==> src/include/satg_regs.svh <==
// Register offsets, field positions, reset values and timing counts for the servo auxiliary block.
`ifndef SATG_REGS_SVH
`define SATG_REGS_SVH

// ----------------------------------------------------------------
// Register offsets
// ----------------------------------------------------------------
`define SATG_OFF_CTRL      12'h000
`define SATG_OFF_FFGAIN    12'h004
`define SATG_OFF_SPDTHR    12'h008
`define SATG_OFF_JOG       12'h00C
`define SATG_OFF_G3DLY     12'h010
`define SATG_OFF_G3SCL     12'h014
`define SATG_OFF_TOFS      12'h018
`define SATG_OFF_FWDF      12'h01C
`define SATG_OFF_REVF      12'h020
`define SATG_OFF_FEXP      12'h024
`define SATG_OFF_STATUS    12'h028
`define SATG_OFF_IRQ_STAT  12'h02C
`define SATG_OFF_IRQ_MASK  12'h030
`define SATG_OFF_FIXED     12'h034

// ----------------------------------------------------------------
// Field positions
// ----------------------------------------------------------------
`define SATG_CTRL_REGEN_BIT 0
`define SATG_CTRL_LOCK_BIT  1
`define SATG_FEXP_AFF_BIT   5
`define SATG_IRQ_REGEN_BIT  0
`define SATG_IRQ_SPD_BIT    1

// ----------------------------------------------------------------
// Reset values and limits
// ----------------------------------------------------------------
`define SATG_RST_JOG       16'h012C
`define SATG_RST_G3SCL     16'h0064
`define SATG_RST_FIXED     16'h0004
`define SATG_FF_GAIN_MIN   16'h000A
`define SATG_FF_GAIN_MAX   16'h0064
`define SATG_SPD_THR_MAX   16'h0064
`define SATG_JOG_MAX       16'h01F4
`define SATG_G3DLY_MAX     16'h2710
`define SATG_G3SCL_MIN     16'h0032
`define SATG_G3SCL_MAX     16'h03E8
`define SATG_COMP_LIM      16'h0064

// ----------------------------------------------------------------
// Timing
// ----------------------------------------------------------------
`define SATG_CLK_HZ        10000000
`define SATG_DLY_STEP_US   100
`define SATG_DLY_STEP_CYC  ((`SATG_CLK_HZ / 1000000) * `SATG_DLY_STEP_US)

`endif

==> src/include/satg_pkg.sv <==
// Types shared by the servo auxiliary block.
package satg_pkg;
	typedef enum logic [1:0] {
		SATG_MODE_POS = 2'h0,
		SATG_MODE_VEL = 2'h1,
		SATG_MODE_TRQ = 2'h3,
		SATG_MODE_FCL = 2'h2
	} satg_mode_t;

	typedef enum logic [1:0] {
		SATG_G3_IDLE = 2'h0,
		SATG_G3_WAIT = 2'h1,
		SATG_G3_ON = 2'h3
	} satg_g3_state_t;
endpackage

==> src/hw/satg_gain3_timer.sv <==
// Third position gain delay timer and gain scaling.
`timescale 1ns/10ps
`include "satg_regs.svh"
module satg_gain3_timer #(
	parameter int STEP_CYC = `SATG_DLY_STEP_CYC
) (
	input wire logic core_clk_i,
	input wire logic srst_i,
	input wire logic start_i,
	input wire logic allowed_i,
	input wire logic [15:0] delay_i,
	input wire logic [15:0] scale_i,
	input wire logic [15:0] gain1_i,
	output logic active_o,
	output logic [15:0] gain_o
);
	satg_pkg::satg_g3_state_t state;
	satg_pkg::satg_g3_state_t next_state;
	logic [15:0] step_cnt;
	logic [15:0] tick_cnt;
	logic [31:0] prod;
	logic [31:0] quot;
	wire tick = (step_cnt == 16'(STEP_CYC - 1));
	wire expired = (tick_cnt >= delay_i);

	// ----------------------------------------------------------------
	// Delay sequencing
	// ----------------------------------------------------------------
	always_comb begin
		case (state)
			satg_pkg::SATG_G3_IDLE: next_state = start_i ? satg_pkg::SATG_G3_WAIT : state;
			satg_pkg::SATG_G3_WAIT: next_state = expired ? satg_pkg::SATG_G3_ON : state;
			satg_pkg::SATG_G3_ON: next_state = state;
			default: next_state = satg_pkg::SATG_G3_IDLE;
		endcase
		if (!allowed_i) begin
			next_state = satg_pkg::SATG_G3_IDLE;
		end
	end

	// The timer counts in 0.1 ms steps, once per control tick.
	always_ff @(posedge core_clk_i) begin
		if (srst_i || state != satg_pkg::SATG_G3_WAIT) begin
			step_cnt <= 16'h0000;
			tick_cnt <= 16'h0000;
		end else if (tick) begin
			step_cnt <= 16'h0000;
			tick_cnt <= tick_cnt + 16'h0001;
		end else begin
			step_cnt <= step_cnt + 16'h0001;
		end
	end

	always_ff @(posedge core_clk_i) begin
		if (srst_i) begin
			state <= satg_pkg::SATG_G3_IDLE;
		end else begin
			state <= next_state;
		end
	end

	// ----------------------------------------------------------------
	// Gain scaling
	// ----------------------------------------------------------------
	assign prod = 32'(gain1_i) * 32'(scale_i);
	assign quot = prod / 32'd100;

	always_ff @(posedge core_clk_i) begin
		if (srst_i) begin
			active_o <= 1'b0;
			gain_o <= 16'h0000;
		end else begin
			active_o <= (state == satg_pkg::SATG_G3_ON);
			gain_o <= (state == satg_pkg::SATG_G3_ON) ? quot[15:0] : gain1_i;
		end
	end
endmodule // satg_gain3_timer

==> src/hw/satg_aux_logic.sv <==
// Servo auxiliary logic: protections, panel lock, torque additions and third gain, APB slave.
//
// Functional notes
// - Regen limit error raised only when enabled.
// - Panel lock refuses front-panel operations.
// - Power-cycle settings apply only after reset; a reset longer than one edge here clears them to 0 instead.
// - Feed-forward gain 0 to 9 gives none.
// - Feed-forward active only with expansion bit 5.
// - Analog input 3 in use disables feed-forward.
// - Torque equals 100 times volts over gain/10.
// - Speed deviation above threshold raises error.
// - JOG uses velocity mode at set speed.
// - Third gain valid after delay set in 0.1 ms units.
// - Third gain is first gain times scale/100.
// - Third gain only in position/full-closed modes.
// - Torque offset added except torque control.
// - Forward friction added on forward command.
// - Reverse friction added on reverse command.
//
// Decided for this implementation: the register addresses and the APB slave port.
`timescale 1ns/10ps
`include "satg_regs.svh"
module satg_aux_logic #(
	parameter int STEP_CYC = `SATG_DLY_STEP_CYC
) (
	input wire logic core_clk_i,
	input wire logic srst_i,
	input wire logic psel,
	input wire logic penable,
	input wire logic pwrite,
	input wire logic [11:0] paddr,
	input wire logic [31:0] pwdata,
	output logic [31:0] prdata,
	output logic pready,
	output logic pslverr,
	input wire logic [1:0] ctrl_mode_i,
	input wire logic jog_i,
	input wire logic ain3_busy_i,
	input wire logic signed [15:0] ain3_mv_i,
	input wire logic signed [15:0] torque_cmd_i,
	input wire logic signed [15:0] cmd_speed_i,
	input wire logic signed [15:0] act_speed_i,
	input wire logic fwd_cmd_i,
	input wire logic rev_cmd_i,
	input wire logic regen_over_i,
	input wire logic [15:0] gain1_i,
	input wire logic panel_req_i,
	output logic panel_grant_o,
	output logic signed [15:0] torque_out_o,
	output logic [1:0] eff_mode_o,
	output logic signed [15:0] vel_cmd_o,
	output logic [15:0] pos_gain_o,
	output logic gain3_active_o,
	output logic regen_pulse_limit_error_o,
	output logic speed_overdeviation_error_o,
	output logic irq_o
);
	// ----------------------------------------------------------------
	// Settings
	// ----------------------------------------------------------------
	logic regen_limit_enable_setting;
	logic panel_lock_setting;
	logic live_regen_en;
	logic live_lock;
	logic [15:0] analog_ff_gain_setting;
	logic [15:0] speed_deviation_threshold;
	logic [15:0] jog_speed_setting;
	logic [15:0] third_gain_delay_setting;
	logic [15:0] third_gain_scale_setting;
	logic [15:0] torque_offset_setting;
	logic [15:0] fwd_friction_comp_setting;
	logic [15:0] rev_friction_comp_setting;
	logic [5:0] function_expansion_bits;
	logic [1:0] irq_stat;
	logic [1:0] irq_mask;
	logic mode_ok_q;

	// ----------------------------------------------------------------
	// APB decode
	// ----------------------------------------------------------------
	wire wr_en = psel && penable && pwrite;
	// Read data is captured in the setup cycle so that it already stands at the access edge.
	wire rd_setup = psel && !penable && !pwrite;
	wire [15:0] wd = pwdata[15:0];
	wire hit_ctrl = (paddr == `SATG_OFF_CTRL);
	wire hit_ffg = (paddr == `SATG_OFF_FFGAIN);
	wire hit_thr = (paddr == `SATG_OFF_SPDTHR);
	wire hit_jog = (paddr == `SATG_OFF_JOG);
	wire hit_g3d = (paddr == `SATG_OFF_G3DLY);
	wire hit_g3s = (paddr == `SATG_OFF_G3SCL);
	wire hit_tofs = (paddr == `SATG_OFF_TOFS);
	wire hit_fwd = (paddr == `SATG_OFF_FWDF);
	wire hit_rev = (paddr == `SATG_OFF_REVF);
	wire hit_fexp = (paddr == `SATG_OFF_FEXP);
	wire hit_stat = (paddr == `SATG_OFF_STATUS);
	wire hit_ist = (paddr == `SATG_OFF_IRQ_STAT);
	wire hit_imsk = (paddr == `SATG_OFF_IRQ_MASK);
	wire hit_fix = (paddr == `SATG_OFF_FIXED);
	wire hit_any = hit_ctrl | hit_ffg | hit_thr | hit_jog | hit_g3d | hit_g3s | hit_tofs
		| hit_fwd | hit_rev | hit_fexp | hit_stat | hit_ist | hit_imsk | hit_fix;

	// Out-of-range writes are refused with an error so a setting never leaves its range.
	function automatic logic in_range(input logic [15:0] v, input logic [15:0] lo,
		input logic [15:0] hi);
		in_range = (v >= lo) && (v <= hi);
	endfunction

	function automatic logic comp_ok(input logic [15:0] v);
		comp_ok = ($signed(v) >= -$signed(`SATG_COMP_LIM)) && ($signed(v) <= $signed(`SATG_COMP_LIM));
	endfunction

	wire range_bad = (hit_ffg && !in_range(wd, 16'h0000, `SATG_FF_GAIN_MAX))
		|| (hit_thr && !in_range(wd, 16'h0000, `SATG_SPD_THR_MAX))
		|| (hit_jog && !in_range(wd, 16'h0000, `SATG_JOG_MAX))
		|| (hit_g3d && !in_range(wd, 16'h0000, `SATG_G3DLY_MAX))
		|| (hit_g3s && !in_range(wd, `SATG_G3SCL_MIN, `SATG_G3SCL_MAX))
		|| ((hit_tofs || hit_fwd || hit_rev) && !comp_ok(wd));
	wire wr_ok = wr_en && hit_any && !(pwrite && range_bad);

	assign pready = 1'b1;
	assign pslverr = psel && penable && (!hit_any || (pwrite && range_bad));

	always_ff @(posedge core_clk_i) begin
		if (srst_i) begin
			regen_limit_enable_setting <= 1'b0;
			panel_lock_setting <= 1'b0;
			analog_ff_gain_setting <= 16'h0000;
			speed_deviation_threshold <= 16'h0000;
			jog_speed_setting <= `SATG_RST_JOG;
			third_gain_delay_setting <= 16'h0000;
			third_gain_scale_setting <= `SATG_RST_G3SCL;
			torque_offset_setting <= 16'h0000;
			fwd_friction_comp_setting <= 16'h0000;
			rev_friction_comp_setting <= 16'h0000;
			function_expansion_bits <= 6'h00;
			irq_mask <= 2'h0;
		end else if (wr_ok) begin
			if (hit_ctrl) begin
				regen_limit_enable_setting <= wd[`SATG_CTRL_REGEN_BIT];
				panel_lock_setting <= wd[`SATG_CTRL_LOCK_BIT];
			end
			if (hit_ffg) analog_ff_gain_setting <= wd;
			if (hit_thr) speed_deviation_threshold <= wd;
			if (hit_jog) jog_speed_setting <= wd;
			if (hit_g3d) third_gain_delay_setting <= wd;
			if (hit_g3s) third_gain_scale_setting <= wd;
			if (hit_tofs) torque_offset_setting <= wd;
			if (hit_fwd) fwd_friction_comp_setting <= wd;
			if (hit_rev) rev_friction_comp_setting <= wd;
			if (hit_fexp) function_expansion_bits <= wd[5:0];
			if (hit_imsk) irq_mask <= wd[1:0];
		end
	end

	// ----------------------------------------------------------------
	// Power-cycle settings
	// ----------------------------------------------------------------
	// Control-power reset stands for power-on; the first reset edge takes the stored value, which that edge clears, so a longer reset takes 0.
	always_ff @(posedge core_clk_i) begin
		if (srst_i) begin
			live_regen_en <= regen_limit_enable_setting;
			live_lock <= panel_lock_setting;
		end
	end

	// ----------------------------------------------------------------
	// Read data
	// ----------------------------------------------------------------
	wire [31:0] rd_mux =
		hit_ctrl ? {30'h0, panel_lock_setting, regen_limit_enable_setting} :
		hit_ffg ? {16'h0, analog_ff_gain_setting} :
		hit_thr ? {16'h0, speed_deviation_threshold} :
		hit_jog ? {16'h0, jog_speed_setting} :
		hit_g3d ? {16'h0, third_gain_delay_setting} :
		hit_g3s ? {16'h0, third_gain_scale_setting} :
		hit_tofs ? {16'h0, torque_offset_setting} :
		hit_fwd ? {16'h0, fwd_friction_comp_setting} :
		hit_rev ? {16'h0, rev_friction_comp_setting} :
		hit_fexp ? {26'h0, function_expansion_bits} :
		hit_stat ? {27'h0, gain3_active_o, live_lock, live_regen_en,
			speed_overdeviation_error_o, regen_pulse_limit_error_o} :
		hit_ist ? {30'h0, irq_stat} :
		hit_imsk ? {30'h0, irq_mask} :
		hit_fix ? {16'h0, `SATG_RST_FIXED} : 32'h0;

	always_ff @(posedge core_clk_i) begin
		if (srst_i) begin
			prdata <= 32'h0;
		end else if (rd_setup) begin
			prdata <= rd_mux;
		end
	end

	// ----------------------------------------------------------------
	// Protections
	// ----------------------------------------------------------------
	wire signed [16:0] spd_dev = 17'(cmd_speed_i) - 17'(act_speed_i);
	wire spd_trip = (speed_deviation_threshold != 16'h0000)
		&& (spd_dev > $signed({1'b0, speed_deviation_threshold}));
	wire regen_trip = live_regen_en && regen_over_i;
	wire [1:0] ev = {spd_trip, regen_trip};
	wire ist_clr = wr_en && hit_ist;

	// Errors latch until the next control-power reset; interrupt status is write-one-clear.
	always_ff @(posedge core_clk_i) begin
		if (srst_i) begin
			regen_pulse_limit_error_o <= 1'b0;
			speed_overdeviation_error_o <= 1'b0;
			irq_stat <= 2'h0;
		end else begin
			regen_pulse_limit_error_o <= regen_pulse_limit_error_o | regen_trip;
			speed_overdeviation_error_o <= speed_overdeviation_error_o | spd_trip;
			irq_stat <= (irq_stat & ~(ist_clr ? wd[1:0] : 2'h0)) | ev;
		end
	end

	assign irq_o = |(irq_stat & irq_mask);
	assign panel_grant_o = panel_req_i && !live_lock;

	// ----------------------------------------------------------------
	// Torque command additions
	// ----------------------------------------------------------------
	wire ff_on = function_expansion_bits[`SATG_FEXP_AFF_BIT]
		&& !ain3_busy_i
		&& (analog_ff_gain_setting >= `SATG_FF_GAIN_MIN);
	// Millivolts over gain in 0.1 V gives percent directly; sign keeps CCW positive.
	wire signed [31:0] ff_num = 32'(ain3_mv_i);
	wire signed [31:0] ff_den = $signed({16'h0, ff_on ? analog_ff_gain_setting : 16'h0001});
	wire signed [31:0] ff_pct = ff_on ? ff_num / ff_den : 32'sh0;
	wire not_trq = (eff_mode_o != 2'(satg_pkg::SATG_MODE_TRQ));
	wire signed [31:0] ofs = not_trq ? 32'($signed(torque_offset_setting)) : 32'sh0;
	wire signed [31:0] fwdc = fwd_cmd_i ? 32'($signed(fwd_friction_comp_setting)) : 32'sh0;
	wire signed [31:0] revc = rev_cmd_i ? 32'($signed(rev_friction_comp_setting)) : 32'sh0;
	wire signed [31:0] tsum = 32'(torque_cmd_i) + ff_pct + ofs + fwdc + revc;
	wire signed [15:0] tsat = (tsum > 32'sh7FFF) ? 16'sh7FFF :
		(tsum < -32'sh8000) ? -16'sh8000 : tsum[15:0];

	// ----------------------------------------------------------------
	// Mode, JOG speed
	// ----------------------------------------------------------------
	wire [1:0] next_mode = jog_i ? 2'(satg_pkg::SATG_MODE_VEL) : ctrl_mode_i;
	wire mode_ok = (next_mode == 2'(satg_pkg::SATG_MODE_POS))
		|| (next_mode == 2'(satg_pkg::SATG_MODE_FCL));

	always_ff @(posedge core_clk_i) begin
		if (srst_i) begin
			eff_mode_o <= 2'(satg_pkg::SATG_MODE_POS);
			vel_cmd_o <= 16'sh0000;
			torque_out_o <= 16'sh0000;
			mode_ok_q <= 1'b0;
		end else begin
			eff_mode_o <= next_mode;
			vel_cmd_o <= jog_i ? $signed(jog_speed_setting) : 16'sh0000;
			torque_out_o <= tsat;
			mode_ok_q <= mode_ok;
		end
	end

	// ----------------------------------------------------------------
	// Third gain
	// ----------------------------------------------------------------
	// Software keeps delay 0 and scale 100 when unused, which leaves the first gain unchanged.
	satg_gain3_timer #(
		.STEP_CYC(STEP_CYC)
	) u_gain3 (
		.core_clk_i(core_clk_i),
		.srst_i(srst_i),
		.start_i(mode_ok_q),
		.allowed_i(mode_ok),
		.delay_i(third_gain_delay_setting),
		.scale_i(third_gain_scale_setting),
		.gain1_i(gain1_i),
		.active_o(gain3_active_o),
		.gain_o(pos_gain_o)
	);
endmodule // satg_aux_logic

==> config.mk <==
export PLATFORM = sky130hd
export DESIGN_NAME = satg_aux_logic
export DESIGN_NICKNAME = d
export VERILOG_FILES = /design/src/include/satg_pkg.sv /design/src/hw/satg_gain3_timer.sv /design/src/hw/satg_aux_logic.sv
export VERILOG_INCLUDE_DIRS = /design/src /design/src/include
export SDC_FILE = /design/constraint.sdc
export NUM_CORES = 2
export LEC_CHECK = 0
export BUFFER_PORTS_ARGS = -buffer_cell sky130_fd_sc_hd__buf_2
export CAP_MARGIN = 20
export CORE_MARGIN = 4
export CORE_UTILIZATION = 25
export DETAILED_ROUTE_END_ITERATION = 16
export SYNTH_ARGS = -nofsm -noshare
export SYNTH_HDL_FRONTEND = slang
export SYNTH_SLANG_ARGS = --single-unit
==> constraint.sdc <==
create_clock -name core_clk_i -period 167.5 [get_ports core_clk_i]
set_input_delay 25.125 -clock core_clk_i [delete_from_list [all_inputs] [get_ports core_clk_i]]
set_output_delay 25.125 -clock core_clk_i [all_outputs]
set_load 0.005 [all_outputs]
==> results by group <==
Outcome
  – Status: completed

CTS
  – Post-CTS Hold Fix Bufs: 0
  – Post-CTS sizing: 0
  – Clock Pin Slew Worst Setup and Hold Paths: 70 ps
  – Clock sink count: 246
  – CTS tree: done
  – Root Driver: clkbuf_16
  – Worst-skew pair later-pin latency: 620 ps
  – Post-CTS setup buffers: 0
  – CTS max path bufs: 3
  – CTS HTree Levels: 1
  – CTS Buf Count: 28

Synthesis
  – Post-synth EDFFs: 2
  – Main flop type after synthesis: dfxtp_1
  – Yosys cell types: 145
  – Post-synthesis instance area: 49,820 µm²
  – Dominant cells by area after synthesis: ha_1 14%, fa_1 12%, dfxtp_1 9.8%
  – Async set or reset register ratio after synthesis: 0
  – Mapped Cells: 6,520
  – Syn Area/Cell: 7.642 µm²
  – Synth warn: 0
  – Post-synthesis sequential area ratio: 0.09925
  – Yosys top cell by area: ha_1
  – Synth Register Bits: 246
  – Post-synth top area share: 0.1434

Layout
  – Layout Cells excl Fill: 9,265
  – Most frequent cells in the layout: 704 x nand2_1, 571 x ha_1, 524 x nor2_1, 500 x inv_1, 409 x nor3_1
  – Share of cells above drive strength 1: 0.1008
  – Final net count: 7,566
  – Area grow syn2layout: 9.573%
  – Most common cell after layout, fill and taps aside: nand2_1

Detailed routing
  – Drt via density: 5.196
  – Drt wl/cell: 18.08 µm
  – 1st-pass router iterations: 6
  – Drt total wl: 167,500 µm
  – ANT nets after route: 0
  – Via count: 48.14k
  – DRT iter0 DRCs: 3,259
  – Residual DRC: 0

Timing
  – Fin. max-slew vios: 0
  – Slew HR: 0.1732
  – Setup TNS: 0 ps
  – Max Fclk: 0.006836 GHz
  – RSZ-0062 raised after global routing: no
  – Post-layout minimum cycle time: 146,290 ps
  – Slew @ Worst Pin: 1240 ps
  – Final hold violations: 0
  – Clk_skew: 21.07 ps
  – Setup-failing EPs final: 0
  – Period utilization: 0.8734

GRT
  – Pin count of the biggest net entering global routing: 74
  – Tot GR Track Use: 0.1568
  – Gr ovfl total: 0
  – Vias in the first global route: 46.41k
  – Antenna violations before repair: 30
  – First-pass GRT wire length: 261,600 µm

Die
  – I/O pins: 226
  – Die extent in x: 454.4 µm
  – DIE AREA: 206,500 µm²
  – Core outline area: 197,800 µm²
  – Num rows: 163
  – Die Y: 454.4 µm
  – Initial core utilization: 0.2518

Placement
  – Dpl cells: 9,178
  – RePlAce Congestion: 0.9266
  – PortBufs: 192
  – DP HPWL: 134,800 µm

Critical path
  – Max stage delay cell, worst path: a21oi_1
  – Crit-path most repeated cell: o21a_1
  – Data required time of the worst path: 167,900 ps
  – Kind of critical path: in2reg
  – Crit path largest cell delay: 800 ps
  – Critical Path Source Type: input port
  – Worst reg2reg path depth: 570
  – Worst setup EP type: flip-flop
  – Worst path arrival time: 146,690 ps
  – CP Max Fanout: 37

Hold path
  – Min-Delay Path Class: reg2reg
  – Hold Path Depth: 2

Flow run
  – Max_cap viols: 0
==> final timing paths <==
| path | startpoint | end | slack [ps] |
|---|---|---|---|
| hold reg to reg | third_gain_delay_setting[7] | third_gain_delay_setting[7] | 460 |
| setup / recovery | ain3_busy_i | torque_out_o[14] | 21210 |
| setup reg to reg | analog_ff_gain_setting[15] | torque_out_o[14] | 45190 |
| hold / removal | third_gain_delay_setting[7] | third_gain_delay_setting[7] | 460 |
==> synth_stat cells (65+ instances only) <==
master    number
mux2i_1       97
a21o_1        99
fa_1         287
o21ai_0      215
dfxtp_1      244
nor2_1       525
a21oi_1      356
ha_1         571
xor2_1        87
nand4_1       68
o21a_1       346
or2_2         65
nand2_1      705
nand3_1      120
clkbuf_1     184
o31ai_1      125
xnor2_1      168
and2_1       191
nor3_1       412
inv_1        500
mux2_2       122
==> final cells by class <==
type	count	area [µm²]
diodes	35	87.58
clock buffers	32	735.7
clock inverters	17	222.7
fillers	21495	143200
inverters	505	1896
multi-input cells	5536	41980
flip-flops and latches	246	4945
well taps	2640	3303
repair buffers	254	1426
==> critical path, delay by kind of cell <==
kind,cells,cell delay (ps)
AND/OR/NAND/NOR,87,18130
XOR/XNOR,3,420
AO/OA/AOI/OAI,402,82760
multiplexers,9,2450
adder cells (fa/ha/maj),36,11420
buffers and inverters,33,6040
==> metal layers <==
metal / up-vias / GRT usage / part of all wire
li1: 23494 / - / -
met1: 23150 / 0.1948 / 0.43
met2: 1213 / 0.2659 / 0.47
met3: 284 / 0.01599 / 0.045
met4: 0 / 0.08567 / 0.061
met5: - / 0 / 0
==> flip-flops by register name, summed over array words and instances, names as in the netlist, 2 cells and up <==
signal / flops
analog_ff_gain_setting: 16
eff_mode_o: 2
function_expansion_bits: 6
fwd_friction_comp_setting: 16
irq_mask: 2
irq_stat: 2
jog_speed_setting: 16
prdata: 16
rev_friction_comp_setting: 16
speed_deviation_threshold: 16
third_gain_delay_setting: 16
third_gain_scale_setting: 16
torque_offset_setting: 16
torque_out_o: 16
u_gain3.gain_o: 16
u_gain3.state: 2
u_gain3.step_cnt: 16
u_gain3.tick_cnt: 16
vel_cmd_o: 16
==> through the flow <==
step                area (µm²)  setup WS [ps]    util  hold WS (ps)
floorplan                49910          29380       -         417.6
global placement         53500          23580  0.2705         428.6
detailed placement       53520          21770  0.2706         444.7
CTS                      54480          22100  0.2754         456.7
global route             54570          11990  0.2759         473.2
finish                   54590          21210  0.2760         455.4
==> kinds of logic after synthesis <==
family | Yosys count | synth area share
AO/OA/AOI/OAI | 1721 | 0.2445
XOR/XNOR | 264 | 0.04812
adder cells (fa/ha/maj) | 864 | 0.2599
buffers and inverters | 762 | 0.06095
flip-flops | 246 | 0.09925
multiplexers | 225 | 0.04887
other | 2 | 0.0001507
AND/OR/NAND/NOR | 2436 | 0.2382
Power is left out: the tool's default activity adds up to more than one toggle a clock period on the data nets, which glitch-free logic cannot reach.
